File: src/hw/ieoc_defs.svh
/*
 Constants of the basic-access signalling block: message identifiers,
 message codes, register offsets, field positions and reset values.
 Assumes inclusion by bare name from the design files.
*/
`ifndef IEOC_DEFS_SVH
`define IEOC_DEFS_SVH

// ------------------------------------------------------------
// Message identifiers and layout
// ------------------------------------------------------------
`define IEOC_ID_REQ 8'h14
`define IEOC_ID_RSP 8'h94
`define IEOC_OCT2_PAD 4'h0

// ------------------------------------------------------------
// Request codes
// ------------------------------------------------------------
`define IEOC_C_RST 8'h00
`define IEOC_C_L2R 8'h01
`define IEOC_C_DEACT_INT 8'h02
`define IEOC_C_COLD 8'h03
`define IEOC_C_SB_ON 8'h10
`define IEOC_C_SB_OFF 8'h11
`define IEOC_C_SB_UP 8'h12
`define IEOC_C_SB_DOWN 8'h13
`define IEOC_C_HOLD 8'h30
`define IEOC_C_LP2 8'h31
`define IEOC_C_LPB1 8'h32
`define IEOC_C_LPB2 8'h33
`define IEOC_C_RTN 8'h3f

// ------------------------------------------------------------
// Response code parts
// ------------------------------------------------------------
`define IEOC_RSP_BIT 8'h80
`define IEOC_SFAIL_NIB 4'hd
`define IEOC_OK_NIB 4'hb
`define IEOC_FAIL_NIB 4'hf
`define IEOC_R_UTC 8'hf4

// ------------------------------------------------------------
// Register offsets, control fields and reset value
// ------------------------------------------------------------
`define IEOC_A_CTRL 8'h00
`define IEOC_A_STAT 8'h04
`define IEOC_A_EVT 8'h08
`define IEOC_A_TXC 8'h0c
`define IEOC_A_MAP 8'h10
`define IEOC_CF_FSC 3
`define IEOC_CF_MPAIR 4
`define IEOC_CTRL_RST 11'h001
`define IEOC_NBA_FSC 3'h4

`endif

File: src/hw/ieoc_pkg.sv
/*
 Types of the basic-access signalling block.
 Assumes no other file; its state encodings are given here.
*/
`default_nettype none

package ieoc_pkg;

	// Transmit octet sequencer, Gray coded along its path.
	typedef enum logic [1:0] {
		tx_idle = 2'h0,
		tx_id = 2'h1,
		tx_ba = 2'h3,
		tx_code = 2'h2
	} ieoc_tx_e;

	typedef logic [3:0] ieoc_ba_t;

	// One parsed three-octet message.
	typedef struct packed {
		logic [7:0] id;
		ieoc_ba_t ba;
		logic [7:0] code;
	} ieoc_msg_s;

endpackage

`default_nettype wire

File: src/hw/ieoc_msg_if.sv
/*
 Carrier of parsed messages from the octet parser to the controller.
 Assumes the source drives valid as a one-cycle pulse.
*/
`timescale 1ns/1ps
`default_nettype none

interface ieoc_msg_if;
	logic valid;
	ieoc_pkg::ieoc_msg_s msg;
	modport src (output valid, output msg);
	modport dst (input valid, input msg);
endinterface

`default_nettype wire

File: src/hw/ieoc_parse.sv
/*
 Receive parser: gathers three octets into one message.
 Assumes rx_sof marks the first octet of each message.
*/
`timescale 1ns/1ps
`default_nettype none

module ieoc_parse (
	input wire logic pclk, // Bus clock.
	input wire logic presetn, // Asynchronous reset, active low.
	input wire logic [7:0] rx_data, // Received octet.
	input wire logic rx_valid, // Octet strobe.
	input wire logic rx_sof, // First octet of a message.
	ieoc_msg_if.src mo // Parsed message.
);

	logic [1:0] cnt_reg;
	logic vld_reg;
	ieoc_pkg::ieoc_msg_s msg_reg;

	// Octet counter; low nibble of octet two is dropped.
	always_ff @(posedge pclk or negedge presetn)
	begin
		if (!presetn)
		begin
			cnt_reg <= 2'h0;
			vld_reg <= 1'b0;
			msg_reg <= '0;
		end
		else
		begin
			vld_reg <= 1'b0;
			if (rx_valid && rx_sof)
			begin
				msg_reg.id <= rx_data;
				cnt_reg <= 2'h1;
			end
			else if (rx_valid && cnt_reg == 2'h1)
			begin
				msg_reg.ba <= rx_data[7:4];
				cnt_reg <= 2'h2;
			end
			else if (rx_valid && cnt_reg == 2'h2)
			begin
				msg_reg.code <= rx_data;
				vld_reg <= 1'b1;
				cnt_reg <= 2'h0;
			end
		end
	end

	// Message handed on as a registered pulse.
	assign mo.valid = vld_reg;
	assign mo.msg = msg_reg;

endmodule

`default_nettype wire

File: src/hw/ieoc_slotmap.sv
/*
 Time slot map: places one basic access in the payload sub-block.
 Assumes sel below nba and pairs_m1 giving M minus one.
*/
`timescale 1ns/1ps
`default_nettype none
`include "ieoc_defs.svh"

module ieoc_slotmap (
	input wire logic fsc, // Fast signalling channel in Z1.
	input wire logic mpair, // M-pair operation.
	input wire logic [1:0] pairs_m1, // Pair count minus one.
	input wire logic [2:0] nba, // Accesses carried.
	input wire logic [2:0] sel, // Access index, zero based.
	output logic [7:0] b1, // First bearer slot number.
	output logic [7:0] b2, // Second bearer slot number.
	output logic [7:0] zd, // First signalling Z-bit, 0 when in TS1.
	output logic [1:0] pair, // Pair carrying the first bearer slot.
	output logic [5:0] pos // Position on that pair.
);

	wire [7:0] k = 8'({5'h0, sel}) + 8'h01;
	wire [7:0] kx2 = {k[6:0], 1'b0};
	wire [7:0] n8 = {5'h0, nba};
	wire [7:0] m8 = {6'h0, pairs_m1} + 8'h01;
	wire single = !mpair && (nba >= `IEOC_NBA_FSC);
	wire in_ts1 = single && (k + 8'h04 > n8);
	wire [7:0] nz = {n8[6:0], 1'b0} + {7'h0, fsc};
	wire [7:0] idx = nz + b1 - 8'h01;
	wire [7:0] rr = fsc ? idx - 8'h01 : idx;

	// Access k takes slots 2k-1, 2k (2k, 2k+1 without M-pair from four accesses) and Z-bits 2k, 2k+1 with Z1 taken.
	assign b1 = single ? kx2 : kx2 - 8'h01;
	assign b2 = b1 + 8'h01;
	assign zd = in_ts1 ? 8'h00 : (fsc ? kx2 : kx2 - 8'h01);

	// Z-bits come before the slots; with fsc Z1 heads every pair, rest alternate.
	assign pair = mpair ? 2'(rr % m8) : 2'h0;
	assign pos = mpair ? 6'((rr / m8) + {7'h0, fsc}) : 6'(idx);

endmodule

`default_nettype wire

File: src/hw/ieoc_top.sv
/*
 Remote-end basic-access signalling controller: parses requests, drives
 S-bus, loopback and reset controls per access, answers each request,
 sends S-bus notices and software requests, and maps access time slots.
 Assumes octet streams from an HDLC-like framer and an APB master.
*/
// Behaviour
// Fast-signalling M-pair access k: slots 2k-1, 2k.
// Z1 opens the sub-block on every pair.
// Remaining Z-bits and slots alternate across pairs.
// Messages ride operations or fast signalling channel.
// More than four accesses force fast signalling.
// Either end may originate messages itself.
// Request: identifier 20, access nibble, code.
// Response: same layout, identifier 148.
// Access number is index minus one.
// S-bus request codes 10 to 13.
// Status request codes 00 to 03; the code refuses 03 with f4.
// Maintenance request codes 30 to 3f.
// Single-channel loop codes kept reserved; the code runs them when BLOOP_EN is set and the line is up.
// S-bus response codes 90, d0, 91, d1, 92, 93.
// Status response codes 80 to 83; the code sends 80 to 82 only.
// Maintenance answers b or f nibble, same low.
// Single-channel loops only while link active.
// Loop success means S active, loop closed.
// Each S-bus controlled by its access number.
// Activate request activates and answers.
// Deactivate request deactivates and answers.
// Notice sent when S-bus state changes.
// Termination reset clears only addressed access.
// Z-bits first, then slots ascending.
// Ignore low nibble; refuse unknown code or access.
// Event out for received notices and failures.
`timescale 1ns/1ps
`default_nettype none
`include "ieoc_defs.svh"

module ieoc_top #(
	parameter int NBA = 6,
	parameter bit BLOOP_EN = 1'b0
) (
	input wire logic pclk, // Bus clock, 250 MHz.
	input wire logic presetn, // Asynchronous reset, active low.
	input wire logic psel, // APB select.
	input wire logic penable, // APB enable.
	input wire logic pwrite, // APB direction.
	input wire logic [7:0] paddr, // APB byte address.
	input wire logic [31:0] pwdata, // APB write data.
	output logic [31:0] prdata, // APB read data.
	output logic pready, // APB ready.
	output logic pslverr, // APB error on unmapped address.
	input wire logic [7:0] rx_data, // Received octet.
	input wire logic rx_valid, // Received octet strobe.
	input wire logic rx_sof, // First received octet.
	output logic rx_ready, // Low while an answer waits.
	output logic [7:0] tx_data, // Transmit octet.
	output logic tx_valid, // Transmit octet valid.
	output logic tx_sof, // First transmit octet.
	input wire logic tx_ready, // Framer takes the octet.
	input wire logic link_up, // Line in data mode.
	input wire logic [NBA-1:0] sbus_up, // S-bus active per access.
	input wire logic [NBA-1:0] sbus_fail, // S-bus control failure.
	output logic [NBA-1:0] sbus_act, // Activate S-bus per access.
	output logic [NBA-1:0] loop2, // Full loop closed per access.
	output logic [NBA-1:0] loop_b1, // B1 loop per access.
	output logic [NBA-1:0] loop_b2, // B2 loop per access.
	output logic evt_valid, // Event pulse.
	output logic [3:0] evt_ba, // Event access number.
	output logic [7:0] evt_code, // Event message code.
	output logic fsc_route // Messages go on fast signalling.
);

	// ------------------------------------------------------------
	// Receive path
	// ------------------------------------------------------------
	ieoc_msg_if m ();

	ieoc_parse u_parse (
		.pclk(pclk),
		.presetn(presetn),
		.rx_data(rx_data),
		.rx_valid(rx_valid),
		.rx_sof(rx_sof),
		.mo(m)
	);

	logic [10:0] ctrl_reg;
	logic resp_pend_reg;
	logic [7:0] rsp_code_reg;
	logic [3:0] rsp_ba_reg;
	logic sw_pend_reg;
	logic [7:0] sw_code_reg;
	logic [3:0] sw_ba_reg;
	logic [NBA-1:0] up_reg;
	logic [NBA-1:0] ntc_reg;
	logic [NBA-1:0] hitv;
	logic [NBA-1:0] chg;
	logic [NBA-1:0] act_next;
	logic [NBA-1:0] lp2_next;
	logic [NBA-1:0] lb1_next;
	logic [NBA-1:0] lb2_next;
	logic [NBA-1:0] ntc_next;
	ieoc_pkg::ieoc_tx_e st_reg;
	logic [3:0] tx_ba_reg;
	logic [7:0] tx_code_reg;
	logic [2:0] ntc_sel;
	logic ntc_any;

	// Message fields and access range check.
	wire [7:0] c = m.msg.code;
	wire [3:0] ba = m.msg.ba;
	wire [2:0] nba = ctrl_reg[2:0];
	wire is_req = m.valid && m.msg.id == `IEOC_ID_REQ;
	wire is_rsp = m.valid && m.msg.id == `IEOC_ID_RSP;
	wire ba_ok = ba < 4'(NBA) && ba < {1'b0, nba};
	wire [NBA-1:0] fsh = sbus_fail >> ba;
	wire fail_b = ba_ok && fsh[0];

	// Request code decode.
	wire q_on = c == `IEOC_C_SB_ON;
	wire q_off = c == `IEOC_C_SB_OFF;
	wire q_rst = c == `IEOC_C_RST;
	wire q_sts = c == `IEOC_C_L2R || c == `IEOC_C_DEACT_INT;
	wire q_lp2 = c == `IEOC_C_LP2;
	wire q_lb1 = c == `IEOC_C_LPB1;
	wire q_lb2 = c == `IEOC_C_LPB2;
	wire q_rtn = c == `IEOC_C_RTN;
	wire q_mnt = q_lp2 || q_lb1 || q_lb2 || q_rtn || c == `IEOC_C_HOLD;

	// Single-channel loops only when built in and the line is up.
	wire lb_ok = BLOOP_EN && link_up;
	wire lp_ok = q_lp2 ? !fail_b : ((q_lb1 || q_lb2) ? lb_ok : 1'b1);

	// Answer code for the request now decoded.
	wire [7:0] rsp_w = !ba_ok ? `IEOC_R_UTC :
		(q_on || q_off) ? (fail_b ? {`IEOC_SFAIL_NIB, c[3:0]} :
		c | `IEOC_RSP_BIT) : (q_rst || q_sts) ? c | `IEOC_RSP_BIT :
		q_mnt ? {lp_ok ? `IEOC_OK_NIB : `IEOC_FAIL_NIB, c[3:0]} :
		`IEOC_R_UTC;

	// Received notices and failure answers become events.
	wire ev_w = (is_rsp && (c[7:6] == 2'h3 || c == (`IEOC_C_SB_UP |
		`IEOC_RSP_BIT) || c == (`IEOC_C_SB_DOWN | `IEOC_RSP_BIT))) ||
		(is_req && (c == `IEOC_C_SB_UP || c == `IEOC_C_SB_DOWN));

	// ------------------------------------------------------------
	// Per-access S-bus, loopback and notice state
	// ------------------------------------------------------------
	wire tk = st_reg == ieoc_pkg::tx_idle;
	wire take_rsp = tk && resp_pend_reg;
	wire take_sw = tk && !resp_pend_reg && sw_pend_reg;
	wire take_ntc = tk && !resp_pend_reg && !sw_pend_reg && ntc_any;

	genvar gi;
	generate
		for (gi = 0; gi < NBA; gi++)
		begin : g_ba
			wire h = is_req && ba_ok && ba == 4'(gi);
			assign hitv[gi] = h;
			assign chg[gi] = sbus_up[gi] ^ up_reg[gi];
			assign act_next[gi] = (h && (q_on || q_lp2) && !fail_b) ? 1'b1 :
				(h && (q_off || q_rst)) ? 1'b0 : sbus_act[gi];
			assign lp2_next[gi] = (h && q_lp2 && !fail_b) ? 1'b1 :
				(h && (q_rtn || q_rst || q_off)) ? 1'b0 : loop2[gi];
			assign lb1_next[gi] = (h && q_lb1 && lb_ok) ? 1'b1 :
				(h && (q_rtn || q_rst)) || !link_up ? 1'b0 : loop_b1[gi];
			assign lb2_next[gi] = (h && q_lb2 && lb_ok) ? 1'b1 :
				(h && (q_rtn || q_rst)) || !link_up ? 1'b0 : loop_b2[gi];
			assign ntc_next[gi] = chg[gi] || (ntc_reg[gi] &&
				!(take_ntc && ntc_sel == 3'(gi)));
		end
	endgenerate

	// Lowest pending notice is sent first.
	always_comb
	begin
		ntc_sel = 3'h0;
		ntc_any = 1'b0;
		for (int i = NBA - 1; i >= 0; i--)
		begin
			if (ntc_reg[i])
			begin
				ntc_sel = 3'(i);
				ntc_any = 1'b1;
			end
		end
	end

	// Per-access control registers and the notice queue.
	always_ff @(posedge pclk or negedge presetn)
	begin
		if (!presetn)
		begin
			sbus_act <= '0;
			loop2 <= '0;
			loop_b1 <= '0;
			loop_b2 <= '0;
			up_reg <= '0;
			ntc_reg <= '0;
		end
		else
		begin
			sbus_act <= act_next;
			loop2 <= lp2_next;
			loop_b1 <= lb1_next;
			loop_b2 <= lb2_next;
			up_reg <= sbus_up;
			ntc_reg <= ntc_next;
		end
	end

	// Answer and event capture; a new answer wins over its own release.
	always_ff @(posedge pclk or negedge presetn)
	begin
		if (!presetn)
		begin
			resp_pend_reg <= 1'b0;
			rsp_code_reg <= 8'h00;
			rsp_ba_reg <= 4'h0;
			evt_valid <= 1'b0;
			evt_ba <= 4'h0;
			evt_code <= 8'h00;
		end
		else
		begin
			resp_pend_reg <= is_req || (resp_pend_reg && !take_rsp);
			if (is_req)
			begin
				rsp_code_reg <= rsp_w;
				rsp_ba_reg <= ba;
			end
			evt_valid <= ev_w;
			if (ev_w)
			begin
				evt_ba <= ba;
				evt_code <= c;
			end
		end
	end

	// ------------------------------------------------------------
	// Transmit sequencer
	// ------------------------------------------------------------
	wire [NBA-1:0] ush = up_reg >> ntc_sel;
	wire [7:0] ntc_code = ush[0] ? `IEOC_C_SB_UP : `IEOC_C_SB_DOWN;
	wire [7:0] id_w = take_rsp ? `IEOC_ID_RSP : `IEOC_ID_REQ;
	wire [3:0] ba_w = take_rsp ? rsp_ba_reg :
		(take_sw ? sw_ba_reg : {1'b0, ntc_sel});
	wire [7:0] code_w = take_rsp ? rsp_code_reg :
		(take_sw ? sw_code_reg : ntc_code);
	wire go = take_rsp || take_sw || take_ntc;
	wire adv = tx_valid && tx_ready;

	// Three octets per message: identifier, access nibble, code.
	always_ff @(posedge pclk or negedge presetn)
	begin
		if (!presetn)
		begin
			st_reg <= ieoc_pkg::tx_idle;
			tx_data <= 8'h00;
			tx_valid <= 1'b0;
			tx_sof <= 1'b0;
			tx_ba_reg <= 4'h0;
			tx_code_reg <= 8'h00;
		end
		else
		begin
			case (st_reg)
				ieoc_pkg::tx_idle:
					if (go)
					begin
						st_reg <= ieoc_pkg::tx_id;
						tx_data <= id_w;
						tx_valid <= 1'b1;
						tx_sof <= 1'b1;
						tx_ba_reg <= ba_w;
						tx_code_reg <= code_w;
					end
				ieoc_pkg::tx_id:
					if (adv)
					begin
						st_reg <= ieoc_pkg::tx_ba;
						tx_data <= {tx_ba_reg, `IEOC_OCT2_PAD};
						tx_sof <= 1'b0;
					end
				ieoc_pkg::tx_ba:
					if (adv)
					begin
						st_reg <= ieoc_pkg::tx_code;
						tx_data <= tx_code_reg;
					end
				ieoc_pkg::tx_code:
					if (adv)
					begin
						st_reg <= ieoc_pkg::tx_idle;
						tx_valid <= 1'b0;
					end
				default:
					st_reg <= ieoc_pkg::tx_idle;
			endcase
		end
	end

	// ------------------------------------------------------------
	// Slot map and register bus
	// ------------------------------------------------------------
	wire fsc_eff = ctrl_reg[`IEOC_CF_FSC] || nba > `IEOC_NBA_FSC;
	logic [7:0] mb1;
	logic [7:0] mb2;
	logic [7:0] mzd;
	logic [1:0] mpr;
	logic [5:0] mps;

	ieoc_slotmap u_map (
		.fsc(fsc_eff),
		.mpair(ctrl_reg[`IEOC_CF_MPAIR]),
		.pairs_m1(ctrl_reg[6:5]),
		.nba(nba),
		.sel(ctrl_reg[10:8]),
		.b1(mb1),
		.b2(mb2),
		.zd(mzd),
		.pair(mpr),
		.pos(mps)
	);

	// Zero-wait slave: ready in the access phase, read data caught at setup.
	wire setup = psel && !penable && !pready;
	wire wr = psel && penable && pready && pwrite;
	wire a_ctl = paddr == `IEOC_A_CTRL;
	wire a_txc = paddr == `IEOC_A_TXC;
	wire a_ok = a_ctl || a_txc || paddr == `IEOC_A_STAT ||
		paddr == `IEOC_A_EVT || paddr == `IEOC_A_MAP;
	wire [31:0] stat_w = 32'({fsc_eff, resp_pend_reg, sw_pend_reg,
		ntc_reg, loop2, sbus_act});
	wire [31:0] rd_w = a_ctl ? {21'h0, ctrl_reg} :
		paddr == `IEOC_A_STAT ? stat_w :
		paddr == `IEOC_A_EVT ? {20'h0, evt_ba, evt_code} :
		a_txc ? {15'h0, sw_pend_reg, 4'h0, sw_ba_reg, sw_code_reg} :
		paddr == `IEOC_A_MAP ? {mps, mpr, mzd, mb2, mb1} : 32'h0;

	// Bus handshake and read data.
	always_ff @(posedge pclk or negedge presetn)
	begin
		if (!presetn)
		begin
			pready <= 1'b0;
			prdata <= 32'h0;
			pslverr <= 1'b0;
		end
		else
		begin
			pready <= setup;
			if (setup)
			begin
				prdata <= pwrite ? 32'h0 : rd_w;
				pslverr <= !a_ok;
			end
		end
	end

	// Control and software request registers; pending request is kept.
	always_ff @(posedge pclk or negedge presetn)
	begin
		if (!presetn)
		begin
			ctrl_reg <= `IEOC_CTRL_RST;
			sw_pend_reg <= 1'b0;
			sw_code_reg <= 8'h00;
			sw_ba_reg <= 4'h0;
			rx_ready <= 1'b0;
			fsc_route <= 1'b0;
		end
		else
		begin
			if (wr && a_ctl)
				ctrl_reg <= pwdata[10:0];
			if (wr && a_txc && !sw_pend_reg)
			begin
				sw_code_reg <= pwdata[7:0];
				sw_ba_reg <= pwdata[11:8];
			end
			sw_pend_reg <= (wr && a_txc && !sw_pend_reg) ||
				(sw_pend_reg && !take_sw);
			rx_ready <= !(is_req || (resp_pend_reg && !take_rsp));
			fsc_route <= fsc_eff;
		end
	end
endmodule

`default_nettype wire

File: config.mk
export PLATFORM = sky130hd
export DESIGN_NAME = ieoc_top
export DESIGN_NICKNAME = d
export VERILOG_FILES = /design/src/hw/ieoc_pkg.sv /design/src/hw/ieoc_msg_if.sv /design/src/hw/ieoc_parse.sv /design/src/hw/ieoc_slotmap.sv /design/src/hw/ieoc_top.sv
export VERILOG_INCLUDE_DIRS = /design/src /design/src/hw
export SDC_FILE = /design/constraint.sdc
export NUM_CORES = 1
export LEC_CHECK = 0
export ABC_AREA = 1
export BUFFER_PORTS_ARGS = -buffer_cell sky130_fd_sc_hd__buf_4
export CAP_MARGIN = 10
export CORE_MARGIN = 2
export CORE_UTILIZATION = 50
export DETAILED_ROUTE_END_ITERATION = 16
export PLACE_DENSITY = 0.71
export SLEW_MARGIN = 10
export SYNTH_ARGS = -nofsm -noshare
export SYNTH_HDL_FRONTEND = slang
export SYNTH_HIERARCHICAL = 1
export SYNTH_SLANG_ARGS = --single-unit
File: constraint.sdc
create_clock -name pclk -period 15.21 [get_ports pclk]
set_input_delay 3.042 -clock pclk [delete_from_list [all_inputs] [get_ports pclk]]
set_output_delay 3.042 -clock pclk [all_outputs]
set_load 0.02 [all_outputs]
======== After elaboration in Yosys (flattened, before gate mapping) ========
Cells that the tools add are included.
word-level totals
  register bits after elaboration ......... 157
  latch bits .............................. 0
  RAM bits ................................ 0
  ROM bits ................................ 0
  output and inout bits ................... 83
  logic and storage cells ................. 344
  memories kept ........................... 0
operators by class
  add/sub/neg operators ................... 10
  $mul .................................... 0
  divide/modulo/power cells ............... 2
  order comparisons ....................... 5
  eq/ne operators ......................... 39
  shifts and indexed selects .............. 2
  mux-type cells .......................... 81
  bitwise gates (word level) .............. 8
  reductions and logical operators ........ 157
operators by type and width
  cell                                                                number
  32-bit 2-to-1 mux                                                   6
  1-bit logical AND                                                   82
  8-bit 2-to-1 mux                                                    10
  8-bit by 5-bit == test with 1-bit output, second input constant     6
  8-bit by 6-bit == test with 1-bit output, second input constant     5
  1-bit 2-to-1 mux                                                    38
  7-bit 2-to-1 mux                                                    5
  1-bit logical OR                                                    31
  2-bit nonzero test                                                  14
  8-bit == test, second input constant                                3
  8-bit case mux with 3 select lines                                  1
  8-bit by 1-bit subtractor with 8-bit output, second input constant  3
  3-bit 2-to-1 mux                                                    7
  8-bit by 4-bit == test with 1-bit output, second input constant     2
  1-bit logical NOT                                                   16
  8-bit logical NOT                                                   2
  2-bit 2-to-1 mux                                                    8
  3-bit AND reduction                                                 3
  8-bit by 1-bit adder with 8-bit output, second input constant       1
  8-bit by 3-bit adder with 8-bit output, second input constant       1
  8-bit adder                                                         1
  8-bit by 8-bit divider with 8-bit output                            1
  2-bit == test, second input constant                                4
  4-bit by 2-bit == test with 1-bit output, second input constant     2
  other kinds (35)                                                    52

======== Logic depth before layout (Yosys ltp) ========
Gate-level depths: netlist (run 1).
  word-level depth ........................ 16
  gate-level depth with buffers ........... 100
  depth with buffers taken out ............ 100

======== By module ========
The synthesis (run 1) kept the hierarchy.
by module, submodules not included
  module        instances  cells an instance  area an instance (um2)  sequential area each (um2)
  ieoc_top      1          874                6841.6                  3354.5
  ieoc_slotmap  1          423                2438.6                  0.0
  ieoc_parse    1          99                 958.4                   575.6

======== Worst setup path after synthesis (run 1) ========
OpenSTA, ideal clock, no wires.
  kind .................................... register -> register
  from .................................... register ctrl_reg[2]
  to ...................................... register prdata[31]
  library setup time ...................... 0.122 ns
  data arrival time ....................... 11.608 ns
  data required time ...................... 15.088 ns
  path slack .............................. 3.481 ns
  stages on the path, launching flop included .. 90
  path buffers ............................ 0
  period minus slack after synthesis ...... 11.729 ns
  cells stage by stage .................... dfrtp_1 inv_1 nor2_1 inv_1 ha_1 ha_1 inv_1 ha_1 inv_1 fa_1 nand4_1 nor2_4 nand4_1 inv_1 nor2_1 inv_1 ha_1 o211ai_1 (+54 left out) inv_1 ha_1 nand2_1 nand2_1 nand2_1 nand2_1 nor2_1 nand2_1 inv_2 nand2_1 nor2_4 nand2_1 ha_1 nand4_1 o21ai_0 nand3_1 o21ai_0 a32o_1
between the ends
  cells in the longest elaborated chain, start to end .. 16
  elaborated cells on any way between the ends .. 19
  those cells by class .................... add/sub: 5; div: 1; order compare: 2; mux: 9; reduce/logical: 2
ends and longest elaborated chain
  element                                          line                text
  start, declared                                  ieoc_top.sv:87      logic [10:0] ctrl_reg;
  start signal, assigned                           ieoc_top.sv:367     ctrl_reg <= `IEOC_CTRL_RST;
  start signal, assigned                           ieoc_top.sv:377     ctrl_reg <= pwdata[10:0];
  3-bit >= comparator (no line) (*)                n/a
  1-bit logical AND (*)                            ieoc_slotmap.sv:26  wire single = !mpair && (nba >= `IEOC_NBA_FSC);
  named net u_map.single                           ieoc_slotmap.sv:26
  8-bit 2-to-1 mux (*)                             ieoc_slotmap.sv:33  assign b1 = single ? kx2 : kx2 - 8'h01;
  named net mb1[0]                                 ieoc_top.sv:308     logic [7:0] mb1;
  8-bit adder (*)                                  ieoc_slotmap.sv:29  wire [7:0] idx = nz + b1 - 8'h01;
  8-bit by 1-bit subtractor with 8-bit output (*)  ieoc_slotmap.sv:29
  8-bit by 1-bit subtractor with 8-bit output      ieoc_slotmap.sv:30  wire [7:0] rr = fsc ? idx - 8'h01 : idx;
  (+3 left out)                                    n/a
  6-bit 2-to-1 mux (*)                             ieoc_slotmap.sv:39  assign pos = mpair ? 6'((rr / m8) + {7'h0, fsc}) : 6'(idx);
  named net mps[5]                                 ieoc_top.sv:312     logic [5:0] mps;
  32-bit 2-to-1 mux (*)                            ieoc_top.sv:340     paddr == `IEOC_A_MAP ? {mps, mpr, mzd, mb2, mb1} : 32'h0;
  32-bit 2-to-1 mux (*)                            ieoc_top.sv:339     a_txc ? {15'h0, sw_pend_reg, 4'h0, sw_ba_reg, sw_code_reg} :
  32-bit 2-to-1 mux (*)                            ieoc_top.sv:338     paddr == `IEOC_A_EVT ? {20'h0, evt_ba, evt_code} :
  32-bit 2-to-1 mux (*)                            ieoc_top.sv:337     paddr == `IEOC_A_STAT ? stat_w :
  32-bit 2-to-1 mux (*)                            ieoc_top.sv:336     wire [31:0] rd_w = a_ctl ? {21'h0, ctrl_reg} :
  32-bit 2-to-1 mux (*)                            ieoc_top.sv:356     prdata <= pwrite ? 32'h0 : rd_w;
  end signal, assigned                             ieoc_top.sv:356
  end, declared                                    ieoc_top.sv:49      output logic [31:0] prdata,
Mark *: on every way through the listed nets, which the timed path passes. The rest lies on a longest branch.
A chain may end at the register's enable or synchronous reset.

======== Worst setup path after layout (run 1) ========
  from .................................... register ctrl_reg[4]
  to ...................................... register prdata[31]
between the ends
  cells in the longest elaborated chain, start to end .. 16
ends and longest elaborated chain
  element                                          line
  1-bit logical NOT (*)                            ieoc_slotmap.sv:26
  1-bit logical AND (*)                            ieoc_slotmap.sv:26
  8-bit 2-to-1 mux (*)                             ieoc_slotmap.sv:33
  named net mb1[0]                                 ieoc_top.sv:308
  8-bit adder (*)                                  ieoc_slotmap.sv:29
  8-bit by 1-bit subtractor with 8-bit output (*)  ieoc_slotmap.sv:29
  8-bit by 1-bit subtractor with 8-bit output      ieoc_slotmap.sv:30
  8-bit 2-to-1 mux                                 ieoc_slotmap.sv:30
  (+2 left out)                                    n/a
  6-bit 2-to-1 mux (*)                             ieoc_slotmap.sv:39
  named net mps[5]                                 ieoc_top.sv:312
  32-bit 2-to-1 mux (*)                            ieoc_top.sv:340
  32-bit 2-to-1 mux (*)                            ieoc_top.sv:339
  32-bit 2-to-1 mux (*)                            ieoc_top.sv:338
  32-bit 2-to-1 mux (*)                            ieoc_top.sv:337
  32-bit 2-to-1 mux (*)                            ieoc_top.sv:336
  32-bit 2-to-1 mux (*)                            ieoc_top.sv:356
Marks and branches as above.

==> impl_metrics.csv, run 1 <==
group,metric,value,unit
setup_path,cp-endpoint,"prdata[31]",
synthesis,synth_top_area_share,38.1,%
synthesis,yosysWarnings,6,
clock_tree,clock-sinks,157,
sta,slew_headroom,25.2,%
floorplan,die_w,147,um
placement,pre_cts_ws,1.58,ns
route,drt_iter0_drc,627,
setup_path,path_class,"flop to flop",
setup_path,cp_common_cell,"nand2_1",
route,num_vias,9393,
setup_path,crit_slowest_cell,"dfrtp_1",
power_and_ir_drop,p_leak,6.31,nW
min_path,hold_start,"rsp_code_reg[7]",
floorplan,dieHeight,147,um
status,status,"complete, no violations",
global_route,gr-total-overflow,0,
synthesis,ys_seq_elements,157,
route,via_per_inst,5.27,
global_route,busiest_layer,"met2",
global_route,grt_max_degree,84,
floorplan,rows,52,
clock_tree,tritoncts,"yes",
clock_tree,clockRootBuffer,"clkbuf_16",
route,first_pass_iters,5,
synthesis,synth.most_common_cell,"nand2_1",
clock_tree,htree_levels,4,
route,drc,0,
sta,setup_tns,0,ns
layout,largest_register_ff_count,32,
sta,clock_skew,0.0129,ns
global_route,grt_util_met3,3.57,%
layout,area_growth,15.7,%
setup_path,rr_worst_depth,88,
route,postRouteAntennaNets,0,
power_and_ir_drop,powerDensity,152,nW/um^2
floorplan,pin_count,152,
min_path,min_path_type,"flop to flop",
sta,drv_slew,0,
setup_path,worst_ep_required_time,15.52,ns
global_route,grt_use_met2,38.5,%
global_route,grt_pass1_wl,43500,um
layout,postLayoutCellArea,11900,um^2
synthesis,synth-edff-count,0,
job,maxCapViolCount,0,
setup_path,worstSetupStartpointType,"flop",
setup_path,critPathArrivalTime,14.03,ns
floorplan,dieArea,21600,um^2
power_and_ir_drop,peakVddDrop,0.000145,V
synthesis,ys_top_cells_by_count,"nand2_1, inv_1, dfrtp_1",
synthesis,ys_async_sr_fraction,100,%
setup_path,r2r_start,"ctrl_reg[4]",
global_route,antenna_found_initial,0,
synthesis,synthesis.area,10200,um^2
global_route,grt_pass1_vias,8716,
floorplan,start_util,50.8,%
clock_tree,clk_pin_slew_worst_paths,0.06,ns
sta,setup_ws,1.50,ns
layout,insertedDiodeCount,0,
placement,place_congestion,0.925,
sta,fin_crit_sh,90.2,%
setup_path,cp.depth,88,
clock_tree,clock_latency,0.43,ns
synthesis,seq_area_frac_synth,38.4,%
clock_tree,numCtsBuffers,17,
synthesis,synth_top_area_cell,"dfrtp_1",
setup_path,crit_fanout,15,
clock_tree,cts_buffer_depth,2,
setup_path,path_delay_family,"simple AND/OR/NAND/NOR gates",
sta,worst_pin_slew,1.12,ns
setup_path,rr_endpoint,"prdata[31]",
synthesis,syn_avg_cell_area,7.33,um^2
setup_path,worst-path-buf-inv,21,
layout,nets,1617,
route,wire_per_inst,14.9,um
clock_tree,postCtsSetupBuffers,0,
sta,final.min_clock_period,13.71,ns
sta,rsz0062_at_grt,"false",
placement,place_hpwl,20400,um
setup_path,crit_start,"ctrl_reg[4]",
sta,setup_viol,0,
global_route,grtUsageMet1,36.7,%
synthesis,synthTopCellsByArea,"dfrtp_1, nand2_1, inv_1, nand3_1, ha_1",
route,wl,26600,um
sta,hold_viol_final,0,
placement,io_buffer_count,118,
setup_path,cp-end-kind,"flop",
floorplan,core_area,20200,um^2
setup_path,rrSetupSlack,1.50,ns
synthesis,ys_types,52,
synthesis,syn_inst,1396,
global_route,grt_usage,24.9,%
sta,fmax,0.0729,GHz
placement,placed_area,11200,um^2
layout,drive_gt1_share,17.0,%
setup_path,max_stage_delay,0.58,ns
synthesis,ys.flop_type,"dfrtp_1",
where the power goes:
group | switching [mW] | total [mW] | internal [mW]
registers | 0.0391 | 0.492 | 0.453
clock network | 0.187 | 0.440 | 0.253
logic | 0.577 | 0.864 | 0.287
total | 0.803 | 1.80 | 0.992
cell families after synthesis:
logic type / share of synthesized area [%]
and+or+nand+nor: 32.7
buffers and inverters: 10.3
AOI/OAI and AO/OA: 10.8
DFF: 38.4
adders and majority gates: 5.89
xor gates and xnor gates: 1.80
other: 0.0366
muxes: 0.110
worst reg2reg max path: cells and delay by family, from the launching register on:
family	cells	cell delay (ns)
fa+ha+maj	13	3.91
buf+inv	21	1.92
simple gates	36	4.06
compound gates	18	3.17
flops	1	0.58
per-layer routing:
layer  vias to the layer above  part of all wire [%]
li1                       4678                     -
met2                       296                    45
met4                         0                   1.8
met3                        33                   6.0
met5                         -                     0
met1                      4386                    48
layout make-up:
class	count	area, um^2
fillers	1925	8320
multi-input cells	1001	5300
flip-flops and latches	157	3930
repair buffers	120	905
inverters	204	766
clock buffers	18	439
well taps	270	338
clock inverters	14	171
cells in the final DEF, fill, tap and decap left out, drive strengths merged, types with 7 or more instances in the layout:
cell    instances
a21oi          41
a32o           10
buf           120
clkbuf         18
conb           12
dfrtp         156
ha             45
inv           210
nand2         432
nand3         128
nand4          17
nor2          118
nor3           22
o211ai          7
o21ai         121
xnor2           7
xor2           14
repair_timing:
action	in CTS	in global routing
resized for setup	0	1
hold buffers	0	0
endpoints found under the setup margin	0	1
per-stage QoR:
step	utilization (%)	hold WS [ns]	instances	total power, mW
after floorplan	-	0.423	1407	1.19
after global placement	55.7	0.436	1752	1.34
final	58.8	0.453	1784	1.80
after detailed placement	55.7	0.441	1752	1.36
after CTS	58.7	0.457	1784	1.80
after global routing	58.8	0.496	1784	1.95
worst min path at each step:
stage	to	slack, ns	cells after the start
floorplan	rsp_code_reg[7]	0.42	2
global placement	rsp_code_reg[7]	0.44	2
detailed placement	rsp_code_reg[7]	0.44	2
CTS	rsp_code_reg[7]	0.46	2
global route	rsp_code_reg[7]	0.50	2
finish	rsp_code_reg[7]	0.45	2
No activity file was read; power rests on OpenSTA's default activity.
==> run 2, diff against run 1 <==
--- a/config.mk
+++ b/config.mk
@@ -9,10 +9,11 @@
 export ABC_AREA = 1
 export BUFFER_PORTS_ARGS = -buffer_cell sky130_fd_sc_hd__buf_4
 export CAP_MARGIN = 10
-export CORE_MARGIN = 2
+export CORE_MARGIN = 4
 export CORE_UTILIZATION = 50
 export DETAILED_ROUTE_END_ITERATION = 16
 export PLACE_DENSITY = 0.71
+export SETUP_SLACK_MARGIN = 0.2
 export SLEW_MARGIN = 10
 export SYNTH_ARGS = -nofsm -noshare
 export SYNTH_HDL_FRONTEND = slang
==> run 2 against run 1 <==
  * Die area up 5.5%
  * Critical path depth unchanged
  * Worst setup slack better by 0.22 ns
  * Worst hold slack better by 0.020 ns
  * Non-clock buffer count unchanged
  * Fmax up 1.6%
  * Design area about the same
  * Final cell count unchanged
  * Combinational power about the same
  * Sequential power about the same
  * Global-route usage down 0.71 points
  * Register-to-register slack better by 0.22 ns
  * Critical endpoint unchanged
  * Largest power group unchanged
==> impl_metrics.csv, run 2 (synthesis results as in run 1) <==
group,metric,value,unit
power_and_ir_drop,p_sw_share,44.4,%
power_and_ir_drop,peakVddDrop,0.000135,V
setup_path,cp-end-kind,"flop",
sta,worst_pin_slew,1.02,ns
setup_path,worst_ep_required_time,15.53,ns
status,status,"complete, no violations",
layout,nets,1617,
clock_tree,clockRootBuffer,"clkbuf_16",
clock_tree,postCtsSetupBuffers,0,
min_path,min_path_type,"flop to flop",
sta,fin_crit_sh,88.7,%
sta,final.min_clock_period,13.49,ns
clock_tree,clk_pin_slew_worst_paths,0.07,ns
setup_path,crit_slowest_cell,"dfrtp_1",
clock_tree,numCtsBuffers,17,
route,drc,0,
layout,area_growth,15.8,%
job,maxCapViolCount,0,
layout,drive_gt1_share,17.0,%
sta,rsz0062_at_grt,"false",
route,wl,27200,um
route,first_pass_iters,5,
global_route,gr-total-overflow,0,
global_route,grt_pass1_wl,44000,um
floorplan,pin_count,152,
route,wire_per_inst,15.2,um
floorplan,dieHeight,151,um
global_route,grt_max_degree,95,
floorplan,die_w,151,um
sta,fmax,0.0741,GHz
clock_tree,cts_buffer_depth,2,
sta,slew_headroom,31.8,%
global_route,grt_usage,24.2,%
setup_path,path_class,"flop to flop",
setup_path,cp_common_cell,"nand2_1",
setup_path,max_stage_delay,0.57,ns
sta,setup_tns,0,ns
power_and_ir_drop,seq_power_share,27.4,%
layout,layout_common_cells,"nand2_1, inv_1, dfrtp_1",
layout,mostFrequentLayoutCell,"nand2_1",
placement,place_hpwl,20600,um
placement,place_congestion,0.909,
clock_tree,clock-sinks,157,
route,drt_iter0_drc,576,
power_and_ir_drop,power.internal,1.00,mW
power_and_ir_drop,p_sw,0.801,mW
sta,drv_slew,0,
floorplan,rows,52,
power_and_ir_drop,p_leak,6.31,nW
setup_path,worst-path-buf-inv,21,
floorplan,core_area,20200,um^2
route,num_vias,9375,
sta,setup_viol,0,
layout,largest_register_ff_count,32,
power_and_ir_drop,power,1.80,mW
sta,setup_ws,1.72,ns
setup_path,rrSetupSlack,1.72,ns
global_route,grt_pass1_vias,8678,
sta,clock_skew,0.0112,ns
clock_tree,clock_latency,0.43,ns
sta,hold_viol_final,0,
power_and_ir_drop,powerDensity,152,nW/um^2
layout,multi_input_area,5310,um^2
route,postRouteAntennaNets,0,
placement,pre_cts_ws,1.53,ns
power_and_ir_drop,p_clk_share,24.7,%
route,via_per_inst,5.26,
floorplan,start_util,50.8,%
power_and_ir_drop,combPwrFrac,48.0,%
layout,insertedDiodeCount,0,
setup_path,critPathArrivalTime,13.82,ns
global_route,antenna_found_initial,0,
setup_path,crit_fanout,15,
layout,register_area,3930,um^2
floorplan,dieArea,22800,um^2
setup_path,path_delay_family,"simple AND/OR/NAND/NOR gates",
layout,utilization,58.8,%
placement,io_buffer_count,118,
layout,fillers,1941,
setup_path,worstSetupStartpointType,"flop",
clock_tree,tritoncts,"yes",
clock_tree,htree_levels,4,
[run 2: cell types whose count changed in the layout (fill, tap and decap cells not counted), sizes merged]
cell and change:
inv -3, clkinv +2, bufinv +1, clkinvlp +1, clkbuf -1
[run 2: per-stage QoR]
step / area (um^2) / instances / hold slack (ns)
after floorplan: 10300 / 1407 / 0.423
after global placement: 11200 / 1752 / 0.435
after detailed placement: 11200 / 1752 / 0.450
after CTS: 11900 / 1784 / 0.473
after global routing: 11900 / 1784 / 0.483
final: 11900 / 1784 / 0.473
[run 2: worst paths after layout]
check / depth (start not counted) / end / start
setup / recovery: 88 / prdata[31] / ctrl_reg[4]
hold / removal: 2 / rsp_code_reg[7] / rsp_code_reg[7]
setup reg to reg: 88 / prdata[31] / ctrl_reg[4]
hold reg to reg: 2 / rsp_code_reg[7] / rsp_code_reg[7]
max in group asynchronous: 2 / prdata[3] / presetn
min in group asynchronous: 1 / tx_data[3] / presetn
[run 2: what timing repair did]
action                     4_1_cts  5_1_grt
hold buffers                     0        0
setup endpoints to repair        0        3
gates resized for setup          0        2
[run 2: layout make-up]
type                       instances  area share, %
clock buffer                      17           3.59
timing repair buffer             120           7.63
inverter                         204           6.46
sequential                       157           33.1
clock inverter                    15           1.58
tap                              270           2.85
multi-input combinational       1001           44.7
[run 2: routing by layer]
| layer | global-route usage, % | wire length (um) |
|---|---|---|
| met1 | 35.1 | 12700 |
| met2 | 38.0 | 12200 |
| met3 | 4.04 | 1870 |
| met4 | 5.94 | 383 |
| met5 | 0 | 0 |
[run 2: worst reg2reg max path: cells and delay by family (launching register included)]
family / cells / cell delay (ns)
compound gates: 18 / 2.99
simple gates: 36 / 4.06
fa+ha+maj: 13 / 3.88
flops: 1 / 0.57
buf+inv: 21 / 1.91
[run 2: power by group through the flow]
| stage | clock network (mW) | registers (mW) | logic (mW) |
|---|---|---|---|
| 3_5_place_dp | 0 | 0.500 | 0.860 |
| 4_1_cts | 0.450 | 0.493 | 0.864 |
| 6_report | 0.444 | 0.493 | 0.865 |
| 2_1_floorplan | 0 | 0.498 | 0.695 |
| 5_1_grt | 0.467 | 0.498 | 0.985 |
| 3_3_place_gp | 0 | 0.499 | 0.838 |
==> run 3, diff against run 2 <==
--- a/config.mk
+++ b/config.mk
@@ -12,7 +12,7 @@
 export CORE_MARGIN = 4
 export CORE_UTILIZATION = 50
 export DETAILED_ROUTE_END_ITERATION = 16
-export PLACE_DENSITY = 0.71
+export PLACE_DENSITY_LB_ADDON = 0.08
 export SETUP_SLACK_MARGIN = 0.2
 export SLEW_MARGIN = 10
 export SYNTH_ARGS = -nofsm -noshare
==> run 3 against run 2 <==
  * Register-to-register slack worse by 0.13 ns
  * Core utilization hardly changed
  * Worst setup slack worse by 0.13 ns
  * Sequential share of layout area hardly changed
  * Critical path depth stayed put
  * Design area hardly changed
  * Fmax is 0.92% lower
  * Non-clock buffer count is 1 higher
  * Largest cell class unchanged
  * Largest power group unchanged
==> impl_metrics.csv, run 3 (synthesis results as in run 1) <==
group,metric,value,unit
route,first_pass_iters,5,
global_route,gr-total-overflow,0,
route,wl,28100,um
sta,setup_viol,0,
min_path,min_path_type,"flop to flop",
sta,setup_ws,1.59,ns
sta,rsz0062_at_grt,"false",
setup_path,cp-end-kind,"flop",
power_and_ir_drop,p_sw_share,45.2,%
sta,clock_skew,0.0120,ns
sta,drv_slew,0,
clock_tree,clock_latency,0.43,ns
clock_tree,numCtsBuffers,17,
setup_path,cp_common_cell,"nand2_1",
route,wl_met3,1830,um
route,route.met2.wl,12000,um
floorplan,dieHeight,151,um
layout,insertedDiodeCount,0,
placement,placed_area,11200,um^2
setup_path,path_class,"flop to flop",
status,status,"complete, no violations",
route,wire_per_inst,15.7,um
power_and_ir_drop,seq_power_share,27.2,%
power_and_ir_drop,combPwrFrac,48.6,%
placement,place_congestion,0.954,
clock_tree,postCtsSetupBuffers,0,
global_route,grt_pass1_wl,44600,um
power_and_ir_drop,power.internal,0.991,mW
setup_path,max_stage_delay,0.60,ns
placement,pre_cts_ws,1.27,ns
layout,largest_register_ff_count,32,
global_route,grt_pass1_vias,8549,
layout,area_growth,15.8,%
clock_tree,cts_resized,0,
placement,place_hpwl,21400,um
setup_path,worstSetupStartpointType,"flop",
route,via_per_inst,5.23,
setup_path,critPathArrivalTime,13.94,ns
setup_path,rrSetupSlack,1.59,ns
sta,fmax,0.0734,GHz
power_and_ir_drop,p_sw,0.817,mW
global_route,grt_usage,24.9,%
floorplan,dieArea,22800,um^2
global_route,grt_max_degree,93,
job,maxCapViolCount,0,
layout,mostFrequentLayoutCell,"nand2_1",
clock_tree,clockRootBuffer,"clkbuf_16",
clock_tree,clock-sinks,157,
route,postRouteAntennaNets,0,
floorplan,start_util,50.8,%
setup_path,crit_fanout,15,
power_and_ir_drop,power,1.81,mW
sta,setup_tns,0,ns
sta,final.min_clock_period,13.62,ns
layout,drive_gt1_share,17.2,%
route,top_layer,"met4",
setup_path,worst_ep_required_time,15.53,ns
layout,nets,1618,
sta,fin_crit_sh,89.5,%
placement,io_buffer_count,118,
route,drc,0,
floorplan,core_area,20200,um^2
power_and_ir_drop,peakVddDrop,0.000132,V
clock_tree,cts_buffer_depth,2,
sta,slew_headroom,29.9,%
floorplan,rows,52,
route,drt_iter0_drc,673,
power_and_ir_drop,p_leak,6.32,nW
clock_tree,tritoncts,"yes",
layout,postLayoutCellArea,11900,um^2
route,num_vias,9337,
sta,worst_pin_slew,1.05,ns
clock_tree,ctsHoldBuffers,0,
setup_path,crit_slowest_cell,"dfrtp_1",
layout,utilization,58.8,%
clock_tree,htree_levels,4,
power_and_ir_drop,powerDensity,153,nW/um^2
floorplan,pin_count,152,
floorplan,die_w,151,um
clock_tree,clk_pin_slew_worst_paths,0.07,ns
power_and_ir_drop,p_clk_share,24.1,%
route,wirelength_met1,13900,um
layout,layout_common_cells,"nand2_1, inv_1, dfrtp_1",
global_route,antenna_found_initial,0,
sta,hold_viol_final,0,
[run 3: changes by cell type in the layout (fill, tap and decap cells not counted)]
cell	change
clkinv_2	+1
nor2_1	-1
inv_6	+3
clkinvlp_4	-3
buf_4	+1
nor2_4	+1
inv_8	-1
clkbuf_8	+1
bufinv_16	-1
[run 3: metrics by stage]
| stage | cells | hold WS (ns) |
|---|---|---|
| floorplan | 1407 | 0.423 |
| global placement | 1753 | 0.437 |
| detailed placement | 1753 | 0.445 |
| CTS | 1785 | 0.461 |
| global route | 1785 | 0.484 |
| finish | 1785 | 0.459 |
[run 3: area by class of cell]
cell class | instances | area [um^2]
inverters | 204 | 766
clock inverters | 14 | 155
repair buffers | 121 | 912
flip-flops and latches | 157 | 3930
clock buffers | 18 | 439
fillers | 1940 | 8320
well taps | 270 | 338
multi-input cells | 1001 | 5310
[run 3: power groups by stage]
stage | combinational [mW] | clock, mW | sequential (mW)
after floorplan | 0.695 | 0 | 0.498
after global placement | 0.858 | 0 | 0.499
after detailed placement | 0.872 | 0 | 0.499
after CTS | 0.876 | 0.441 | 0.492
after global routing | 1.00 | 0.461 | 0.497
final | 0.880 | 0.436 | 0.492
[run 3: worst max-delay path, delay by kind of cell, from the launching register on]
family	cells	cell delay (ns)
DFF	1	0.60
buffers and inverters	21	1.91
adders and majority gates	13	3.90
AOI/OAI and AO/OA	18	3.16
and+or+nand+nor	36	3.89
[run 3: routing by layer]
metal  vias to the layer above  global-route usage, %
met3                        21                   4.40
met2                       293                   36.8
met5                         -                      0
li1                       4670                      -
met1                      4353                   38.2
met4                         0                   5.49
[run 3: path summary, 6_finish.rpt]
check                                startpoint              end  cells after the start
max in group asynchronous               presetn     sw_ba_reg[1]                      2
min in group asynchronous               presetn       prdata[26]                      1
worst max register to register      ctrl_reg[4]       prdata[31]                     88
worst min-delay path            rsp_code_reg[7]  rsp_code_reg[7]                      2
worst min register to register  rsp_code_reg[7]  rsp_code_reg[7]                      2
worst max-delay path                ctrl_reg[4]       prdata[31]                     88
